===== src/tascr_pkg.sv =====
package tascr_pkg;
  // ************************************************************
  // register pointers
  // ************************************************************
  localparam logic [7:0] PTR_LIM2_STATUS = 8'h22;
  localparam logic [7:0] PTR_OPEN_STATUS = 8'h23;
  localparam logic [7:0] PTR_CONFIG = 8'h30;
  // ************************************************************
  // configuration field layout and reset value
  // ************************************************************
  localparam int CFG_REN_LSB = 8;
  localparam int CFG_LEN_BIT = 7;
  localparam int CFG_OS_BIT = 6;
  localparam int CFG_SD_BIT = 5;
  localparam int CFG_CR_LSB = 2;
  localparam int CFG_BUSY_BIT = 1;
  localparam logic [15:0] CFG_RESET = 16'hFF9C; // all channels enabled
  localparam logic [15:0] CFG_WRITE_MASK = 16'hFFFC;
  localparam logic [2:0] CR_CONTINUOUS = 3'h7;
  // ************************************************************
  // timing
  // ************************************************************
  localparam int CLK_HZ = 125_000_000;
  localparam int CONV_US = 15800;
  localparam int CONV_CYC = CONV_US * (CLK_HZ / 1_000_000);
  localparam int TICK_MS = 250;
  localparam int TICK_CYC = TICK_MS * (CLK_HZ / 1000);
  // sequencer states
  typedef enum logic [1:0] {
    ST_IDLE = 2'b00,
    ST_CONV = 2'b01,
    ST_WAIT = 2'b10
  } tascr_state_e;
endpackage : tascr_pkg


===== src/tascr_if.sv =====
`timescale 1ns/10ps
`default_nettype none
// ************************************************************
// result handoff from sequencer to comparator
// ************************************************************
interface tascr_if;
  logic store;
  logic [3:0] chan;
  modport src (output store, output chan);
  modport dst (input store, input chan);
endinterface : tascr_if
`default_nettype wire


===== src/tascr_top.sv =====
`timescale 1ns/10ps
`default_nettype none
module tascr_top #(
  parameter int CONV_CYCLES = tascr_pkg::CONV_CYC,
  parameter int TICK_CYCLES = tascr_pkg::TICK_CYC
) (
  input wire logic REF_CLK_I,
  input wire logic RST_I,
  input wire logic WR_I,
  input wire logic [7:0] PTR_I,
  input wire logic [15:0] WDATA_I,
  output logic [15:0] RDATA_O,
  input wire logic [15:0] TEMP_I,
  input wire logic [15:0] LIMIT2_I,
  input wire logic [15:0] HYST_I,
  input wire logic [7:0] OPEN_DET_I,
  output logic [3:0] CHAN_O,
  output logic RESULT_STORE_O,
  output logic SECOND_ALERT_PIN_O
);
  // refuse counts the sequencer cannot serve
  if (CONV_CYCLES < 2 || TICK_CYCLES < 1) begin : g_bad_counts
    $error("cycle counts too small");
  end
  // ************************************************************
  // input synchronisers for open detectors
  // ************************************************************
  logic [7:0] open_s1_r;
  logic [7:0] open_s2_r;
  always_ff @(posedge REF_CLK_I or posedge RST_I) begin
    if (RST_I) begin
      open_s1_r <= 8'h00;
      open_s2_r <= 8'h00;
    end else begin
      open_s1_r <= OPEN_DET_I;
      open_s2_r <= open_s1_r;
    end
  end
  // ************************************************************
  // configuration register
  // ************************************************************
  logic [15:0] cfg_r;
  logic [15:0] cfg_nxt;
  logic busy;
  logic pass_done;
  logic cfg_wr;
  logic [8:0] chan_en;
  logic sd;
  logic os;
  logic [2:0] rate;
  assign cfg_wr = WR_I && PTR_I == tascr_pkg::PTR_CONFIG;
  assign chan_en = {cfg_r[15:tascr_pkg::CFG_REN_LSB],
    cfg_r[tascr_pkg::CFG_LEN_BIT]};
  assign sd = cfg_r[tascr_pkg::CFG_SD_BIT];
  assign os = cfg_r[tascr_pkg::CFG_OS_BIT];
  assign rate = cfg_r[tascr_pkg::CFG_CR_LSB +: 3];
  // write mask, busy merge and one-shot self clear
  always_comb begin
    cfg_nxt = cfg_r;
    if (cfg_wr) begin
      cfg_nxt = WDATA_I & tascr_pkg::CFG_WRITE_MASK;
    end else if (pass_done && os) begin
      cfg_nxt[tascr_pkg::CFG_OS_BIT] = 1'b0;
    end
    cfg_nxt[tascr_pkg::CFG_BUSY_BIT] = busy;
  end
  always_ff @(posedge REF_CLK_I or posedge RST_I) begin
    if (RST_I) begin
      cfg_r <= tascr_pkg::CFG_RESET;
    end else begin
      cfg_r <= cfg_nxt;
    end
  end
  // ************************************************************
  // channel sequencer
  // ************************************************************
  tascr_pkg::tascr_state_e state_r;
  tascr_pkg::tascr_state_e state_nxt;
  logic [3:0] chan_r;
  logic [31:0] cnt_r;
  logic [31:0] tick_r;
  logic [6:0] idle_r;
  logic conv_end;
  logic run;
  logic [3:0] next_chan;
  logic last_chan;
  logic [6:0] idle_ticks;
  logic [4:0] after_cur;
  logic [4:0] after_none;
  logic [3:0] first_chan;
  logic pass_gap;
  // slowest rate, 16 s counted in quarter-second ticks
  localparam logic [6:0] IDLE_TICKS_MAX = 7'h40;
  tascr_if res_if ();
  // next enabled channel above a given one, 5'h10 when there is none
  function automatic logic [4:0] find_next(input logic [3:0] c,
                                          input logic [8:0] en);
    logic [4:0] r;
    r = 5'h10;
    for (int i = 8; i >= 0; i--) begin
      if (i > c && en[i]) begin
        r = 5'(i);
      end
    end
    return r;
  endfunction : find_next
  assign run = !sd || os;
  assign after_cur = find_next(chan_r, chan_en);
  assign after_none = find_next(4'h0, chan_en);
  // pass starts local, or lowest enabled remote when local is off
  assign first_chan = chan_en[0] ? 4'h0 : after_none[3:0];
  assign last_chan = after_cur[4];
  assign next_chan = last_chan ? first_chan : after_cur[3:0];
  assign conv_end = state_r == tascr_pkg::ST_CONV
    && cnt_r == 32'(CONV_CYCLES - 1);
  assign pass_done = conv_end && last_chan;
  assign busy = state_r == tascr_pkg::ST_CONV;
  assign idle_ticks = IDLE_TICKS_MAX >> rate; // 16 s down to 0.25 s
  assign pass_gap = rate != tascr_pkg::CR_CONTINUOUS;
  assign res_if.store = conv_end;
  assign res_if.chan = chan_r;
  // state decode
  always_comb begin
    state_nxt = state_r;
    case (state_r)
      tascr_pkg::ST_IDLE: begin
        if (run && chan_en != 9'h000) begin
          state_nxt = tascr_pkg::ST_CONV;
        end
      end
      tascr_pkg::ST_CONV: begin
        if (!run) begin
          state_nxt = tascr_pkg::ST_IDLE;
        end else if (pass_done && (os || pass_gap)) begin
          state_nxt = os ? tascr_pkg::ST_IDLE : tascr_pkg::ST_WAIT;
        end
      end
      tascr_pkg::ST_WAIT: begin
        if (!run) begin
          state_nxt = tascr_pkg::ST_IDLE;
        end else if (tick_r == 32'(TICK_CYCLES - 1) && idle_r <= 7'h01) begin
          state_nxt = tascr_pkg::ST_CONV;
        end
      end
      default: begin
        state_nxt = tascr_pkg::ST_IDLE;
      end
    endcase
  end
  // counters and channel pointer
  always_ff @(posedge REF_CLK_I or posedge RST_I) begin
    if (RST_I) begin
      state_r <= tascr_pkg::ST_IDLE;
      chan_r <= 4'h0;
      cnt_r <= 32'h0;
      tick_r <= 32'h0;
      idle_r <= 7'h00;
    end else begin
      state_r <= state_nxt;
      if (state_r != tascr_pkg::ST_CONV || state_nxt != tascr_pkg::ST_CONV
          || conv_end) begin
        cnt_r <= 32'h0;
      end else begin
        cnt_r <= cnt_r + 32'h1;
      end
      if (state_r == tascr_pkg::ST_IDLE) begin
        chan_r <= first_chan;
      end else if (conv_end) begin
        chan_r <= next_chan;
      end
      if (state_r != tascr_pkg::ST_WAIT) begin
        tick_r <= 32'h0;
        idle_r <= idle_ticks;
      end else if (tick_r == 32'(TICK_CYCLES - 1)) begin
        tick_r <= 32'h0;
        idle_r <= idle_r - 7'h01;
      end else begin
        tick_r <= tick_r + 32'h1;
      end
    end
  end
  // ************************************************************
  // comparator and status read back
  // ************************************************************
  logic [8:0] lim2_flags;
  logic alert_r;
  tascr_cmp #(.TW(16)) tascr_cmp_inst (
    .clk_i(REF_CLK_I),
    .rst_i(RST_I),
    .res(res_if),
    .temp_i(TEMP_I),
    .limit_i(LIMIT2_I),
    .hyst_i(HYST_I),
    .flags_o(lim2_flags)
  );
  // alert follows temperature flags only
  always_ff @(posedge REF_CLK_I or posedge RST_I) begin
    if (RST_I) begin
      alert_r <= 1'b1;
    end else begin
      alert_r <= ~|lim2_flags;
    end
  end
  // read mux
  always_ff @(posedge REF_CLK_I or posedge RST_I) begin
    if (RST_I) begin
      RDATA_O <= 16'h0000;
    end else begin
      case (PTR_I)
        tascr_pkg::PTR_LIM2_STATUS: RDATA_O <= {lim2_flags[8:1],
          lim2_flags[0], 7'h00};
        tascr_pkg::PTR_OPEN_STATUS: RDATA_O <= {open_s2_r, 8'h00};
        tascr_pkg::PTR_CONFIG: RDATA_O <= cfg_r;
        default: RDATA_O <= 16'h0000;
      endcase
    end
  end
  assign CHAN_O = chan_r;
  assign RESULT_STORE_O = conv_end;
  assign SECOND_ALERT_PIN_O = alert_r;
endmodule : tascr_top
`default_nettype wire


===== src/tascr_cmp.sv =====
`timescale 1ns/10ps
`default_nettype none
module tascr_cmp #(
  parameter int TW = 16
) (
  input wire logic clk_i,
  input wire logic rst_i,
  tascr_if.dst res,
  input wire logic [TW-1:0] temp_i,
  input wire logic [TW-1:0] limit_i,
  input wire logic [TW-1:0] hyst_i,
  output logic [8:0] flags_o
);
  // ************************************************************
  // hysteresis compare, one channel per stored result
  // ************************************************************
  logic [8:0] flags_r;
  logic signed [TW:0] clr_lvl;
  logic over;
  logic under;
  assign clr_lvl = $signed({limit_i[TW-1], limit_i})
    - $signed({1'b0, hyst_i});
  assign over = $signed(temp_i) > $signed(limit_i);
  assign under = $signed({temp_i[TW-1], temp_i}) <= clr_lvl;
  assign flags_o = flags_r;
  // update on store only
  always_ff @(posedge clk_i or posedge rst_i) begin
    if (rst_i) begin
      flags_r <= 9'h000;
    end else if (res.store && res.chan < 4'h9) begin
      if (over) begin
        flags_r[res.chan] <= 1'b1;
      end else if (under) begin
        flags_r[res.chan] <= 1'b0;
      end
    end
  end
endmodule : tascr_cmp
`default_nettype wire


===== config.mk =====
export PLATFORM = sky130hd
export DESIGN_NAME = tascr_top
export DESIGN_NICKNAME = d
export VERILOG_FILES = /design/src/tascr_pkg.sv /design/src/tascr_if.sv /design/src/tascr_top.sv /design/src/tascr_cmp.sv
export SDC_FILE = /design/constraint.sdc
export NUM_CORES = 1
export LEC_CHECK = 0
export BUFFER_PORTS_ARGS = -buffer_cell sky130_fd_sc_hd__buf_2
export CAP_MARGIN = 0
export CORE_MARGIN = 2
export CORE_UTILIZATION = 58
export CTS_BUF_LIST = sky130_fd_sc_hd__clkbuf_16
export DETAILED_ROUTE_END_ITERATION = 16
export PLACE_DENSITY = 0.79
export SKIP_LAST_GASP = 1
export SLEW_MARGIN = 40
export SYNTH_ARGS = -nofsm -noshare
export SYNTH_HDL_FRONTEND = slang
export SYNTH_SLANG_ARGS = --single-unit
export TNS_END_PERCENT = 100

===== constraint.sdc =====
create_clock -name REF_CLK_I -period 4.8 [get_ports REF_CLK_I]
set_input_delay 0.72 -clock REF_CLK_I [delete_from_list [all_inputs] [get_ports REF_CLK_I]]
set_output_delay 0.72 -clock REF_CLK_I [all_outputs]
set_load 0.01 [all_outputs]

## Word-level counts from Yosys, hierarchy flattened

Index checks and enable logic that the tools add are counted.
W data, S select, Z words.

- Add/subtract/negate cells: 4
- $lt $le $gt $ge: 14
- Equal/unequal tests: 11
- Shifts and indexed selects: 1
- Muxes and demuxes: 39
- Bitwise logic cells: 3
- Reduce and logical (&&, ||, !) cells: 31

Operator list:

| cell | number |
|---|---|
| $mux W32 | 3 |
| $add A32 B1 Y32 const B | 2 |
| $mux W4 | 12 |
| $pmux W16 S3 | 1 |
| $mux W5 | 8 |
| $eq A32 B21 Y1 const B | 1 |
| $eq A32 B25 Y1 const B | 1 |
| $eq A8 B6 Y1 const B | 3 |
| $mux W9 | 2 |
| $le A16 B17 Y1 | 1 |
| $logic_and A1 B1 Y1 | 17 |
| $sub A16 B17 Y17 | 1 |
| $gt A16 B16 Y1 | 1 |
| $gt A3 B4 Y1 const A | 4 |
| $mux W7 | 2 |
| $mux W2 | 6 |
| $and A9 B9 Y9 | 1 |
| $not A9 Y9 | 1 |
| $or A9 B9 Y9 | 1 |
| $reduce_bool A9 Y1 | 1 |
| $reduce_or A9 Y1 | 1 |
| $gt A2 B4 Y1 const A | 2 |
| $reduce_bool A2 Y1 | 4 |
| $le A7 B1 Y1 const B | 1 |
| other kinds (19) | 26 |

- Register bits after elaboration: 134
- Bits of input ports: 83
- Output and inout bits: 22

## Longest topological paths before layout

- Word-level depth: 19
- Mapped depth: 17
- Gate-level depth less buffers: 17

## Modules after synthesis

A second synthesis with hierarchy kept.

- Cell total of the unflattened synthesis: 830
- Area, all modules: 7890.1 um^2

By module, submodules not included:

| module | times used | cells an instance | area each (um^2) |
|---|---|---|---|
| tascr_top | 1 | 571 | 5809.3 |
| tascr_cmp | 1 | 259 | 2080.7 |

## Worst setup path after synthesis

OpenSTA, ideal clock, no wires.

- Kind: input-to-reg
- Start: in LIMIT2_I[0]
- End: reg (tool-made name)
- Arrival time: 4094 ps
- Path slack: 610 ps
- Stages on the path: 17
- Cells stage by stage: inv_1 ha_1 inv_1 fa_1 a211oi_1 o21ai_0 a41o_1 a21o_1 a21oi_1 xor2_1 ha_1 nand4_1 or4_1 a31o_2 a31oi_2 o31ai_1 o31ai_1

RTL lines:

| item | line | source |
|---|---|---|
| start: declaration | tascr_top.sv:14 | `input wire logic [15:0] LIMIT2_I,` |

==> impl_metrics.ini <==
[synth]
synth-xor-area-share_pct = 8.963
synth_area_leader_cell = dfrtp_1
synthMuxAreaShare_pct = 3.209
yosys.cell_count.top_type = dfrtp_1
synth_top_family_by_area = simple AND/OR/NAND/NOR gates
ys_warn_count = 0
synth.distinct_cells = 69
yosys_register_bits = 133
synthDominantCellAreaShare_pct = 38.90
syn-num-nets = 940
yosys-top-cells-count = 120 x dfrtp_1, 92 x nor2_1, 56 x nand2_1
synthSimpleGateAreaFrac_pct = 21.13
synth_compound_area_share_pct = 10.81
ys_seq_area_share_pct = 43.32
yosys_most_used_dff = dfrtp_1
postSynthAreaPerCell_um2 = 9.614
synth_area_leaders = dfrtp_1 39%, ha_1 8.6%, xor2_1 4.5%
syn-instance-count = 803
syn-cell-area_mm2 = 0.007720
synth-edff-count = 0
yosys.area_share.adder_pct = 8.849
synthArstFlopShare_pct = 100.0

[sta]
min_period_ns = 4.351
fin_hold_ws_ns = 0.3479
setup_viol = 0
slew_violations = 0
fmax_mhz = 229.8
min_period_over_period_pct = 90.65
maxSlewHeadroom_pct = 39.25
rsz0062_at_grt = no
worstMarginPinSlew_ns = 0.9030
timing.final.ws_setup_ns = 0.4489
finClkSkew_ns = 0.008106
final-hold-violation-count = 0

[worst_setup_path]
critical_path_arrival_ns = 4.68
crit_start = LIMIT2_I[0]
start_kind = input port
required_ns = 5.13
worst-path-max-fanout = 9
reg2reg_from = cnt_r[0]
cp-end-kind = register
crit_type = in -> reg
r2r_cells = 7
reg2reg_slack_ns = 2.20

[clock_network]
h-tree-depth = 4
hold_buffers = 0
cts_sinks = 133
cts_made_buffers = 17
ctsResizeCount = 0
cts_tree = built
clock-root-buffer = clkbuf_16
clkTransAtPathRegs_ns = 0.06
clock_path_buffers = 2
clkLatencyLatePin_ns = 0.42
cts_setup_buffers = 0

[power]
vdd_drop_max_uv = 273.2
p_per_area_mw_per_mm2 = 343.4
p_leak_nw = 4.176

[layout]
diodes = 0
fin_util_pct = 68.50
stdcell_count = 1098
syn2layout_area_growth_pct = 16.58
drive_gt1_share_pct = 19.63
num-fill-cells = 1050
nets = 1046
fin_area_mm2 = 0.009000

[routing]
drt_iter0_markers = 355
drc = 0
wl_per_cell_um = 15.15
first_pass_iters = 5
ant_nets = 0
drt-vias-per-instance = 5.655
wirelength_um = 16630
via_count = 6209

[die]
die_area_mm2 = 0.01425
coreArea_mm2 = 0.01314
die_w_um = 119.4
io_pins = 105
die_y_um = 119.4
start_util_pct = 58.76
rows = 42

[min_path]
worst_hold_startpoint = open_s1_r[7]
hold_depth = 0
holdCritPathClass = reg -> reg
min_delay_worst_endpoint = open_s2_r[7]

[global_routing]
grt_pass1_wl_um = 27930
grt_max_degree = 71
grt_overflow = 0
grt_use_total_pct = 24.37
grt_pass1_vias = 6144
antenna_found_initial = 0

[place]
gp_congestion = 0.9144
dp.cells = 1066
dp_slack_ns = -0.008289
dp_hpwl_um = 12270
place_area_mm2 = 0.008396
portBuffers = 101

[run]
drv_cap = 0

[run_status]
outcome = finished, final reports clean
[kinds of logic after synthesis]
| family | after synthesis |
|---|---|
| AOI/OAI and AO/OA | 126 |
| xor gates and xnor gates | 79 |
| adders and majority gates | 54 |
| buffers and inverters | 71 |
| DFF | 133 |
| muxes | 23 |
| other | 1 |
| and+or+nand+nor | 316 |
[where the power goes]
part / internal [W] / switching (W) / total, W
Sequential: 0.00119 / 0.0000828 / 0.00127
Combinational: 0.000222 / 0.000310 / 0.000532
Clock: 0.000776 / 0.000512 / 0.00129
Total: 0.00219 / 0.000905 / 0.00309
[sequential cells by signal, indices dropped and copies added (netlist names), named ones only]
name / cells
CHAN_O: 4
RDATA_O: 15
SECOND_ALERT_PIN_O: 1
cfg_r: 15
cnt_r: 32
idle_r: 7
open_s1_r: 8
open_s2_r: 8
state_r: 2
tick_r: 32
[cell usage in the layout (no fill, tap or decap), types with 6 or more instances in the layout]
| cell type | instances |
|---|---|
| a21o_1 | 7 |
| a21oi_1 | 26 |
| and2_1 | 12 |
| and3_1 | 14 |
| and4_1 | 6 |
| buf_2 | 101 |
| clkbuf_16 | 17 |
| dfrtp_1 | 120 |
| dfstp_2 | 13 |
| ha_1 | 53 |
| inv_1 | 53 |
| mux2_2 | 14 |
| mux2i_1 | 9 |
| nand2_1 | 55 |
| nand2b_1 | 9 |
| nand3_1 | 39 |
| nand4_1 | 16 |
| nor2_1 | 92 |
| nor2b_1 | 9 |
| nor3_1 | 16 |
| nor4_1 | 12 |
| o21ai_0 | 30 |
| o22ai_1 | 8 |
| o31ai_1 | 14 |
| or3_1 | 8 |
| xnor2_1 | 39 |
| xor2_1 | 40 |
[critical path, stage by stage]
cell,delay (ns)
buf_2,0.11
inv_1,0.05
ha_1,0.16
inv_1,0.06
fa_1,0.42
a211oi_1,0.30
o21ai_0,0.20
a41o_1,0.34
a21o_1,0.19
a21oi_1,0.16
xor2_1,0.09
ha_1,0.31
nand4_1,0.10
or4_1,0.54
a31o_2,0.24
a31oi_2,0.44
o31ai_1,0.16
o21ai_0,0.10
[through the flow]
stage	setup TNS (ns)	power (W)
after detailed placement	-0.008289	0.001815
final	0	0.003090
after floorplan	0	0.001645
after CTS	0	0.003101
after global placement	0	0.001801
after global routing	0	0.003230
[worst max path at each step]
stage,end,cells after the start
floorplan,CHAN_O[0],1
global placement,register,18
detailed placement,register,18
CTS,register,18
global route,register,18
finish,register,18
[cell type report]
class	instances	area [um^2]	area share (%)
sequential	133	3344	37.16
multi-input combinational	599	4101	45.57
timing repair buffer	104	528.0	5.867
inverter	54	207.7	2.308
tap	176	220.2	2.447
clock inverter	15	172.7	1.919
clock buffer	17	425.4	4.727
[layer usage]
layer,global-route usage (%),vias to the layer above,wire (um)
met5,0,-,0
met4,9.191,0,338
met3,5.603,31,709
met2,40.95,147,8155
met1,30.78,2990,7427
li1,-,3041,-
Note: power is estimated with default switching activity, not from simulation.
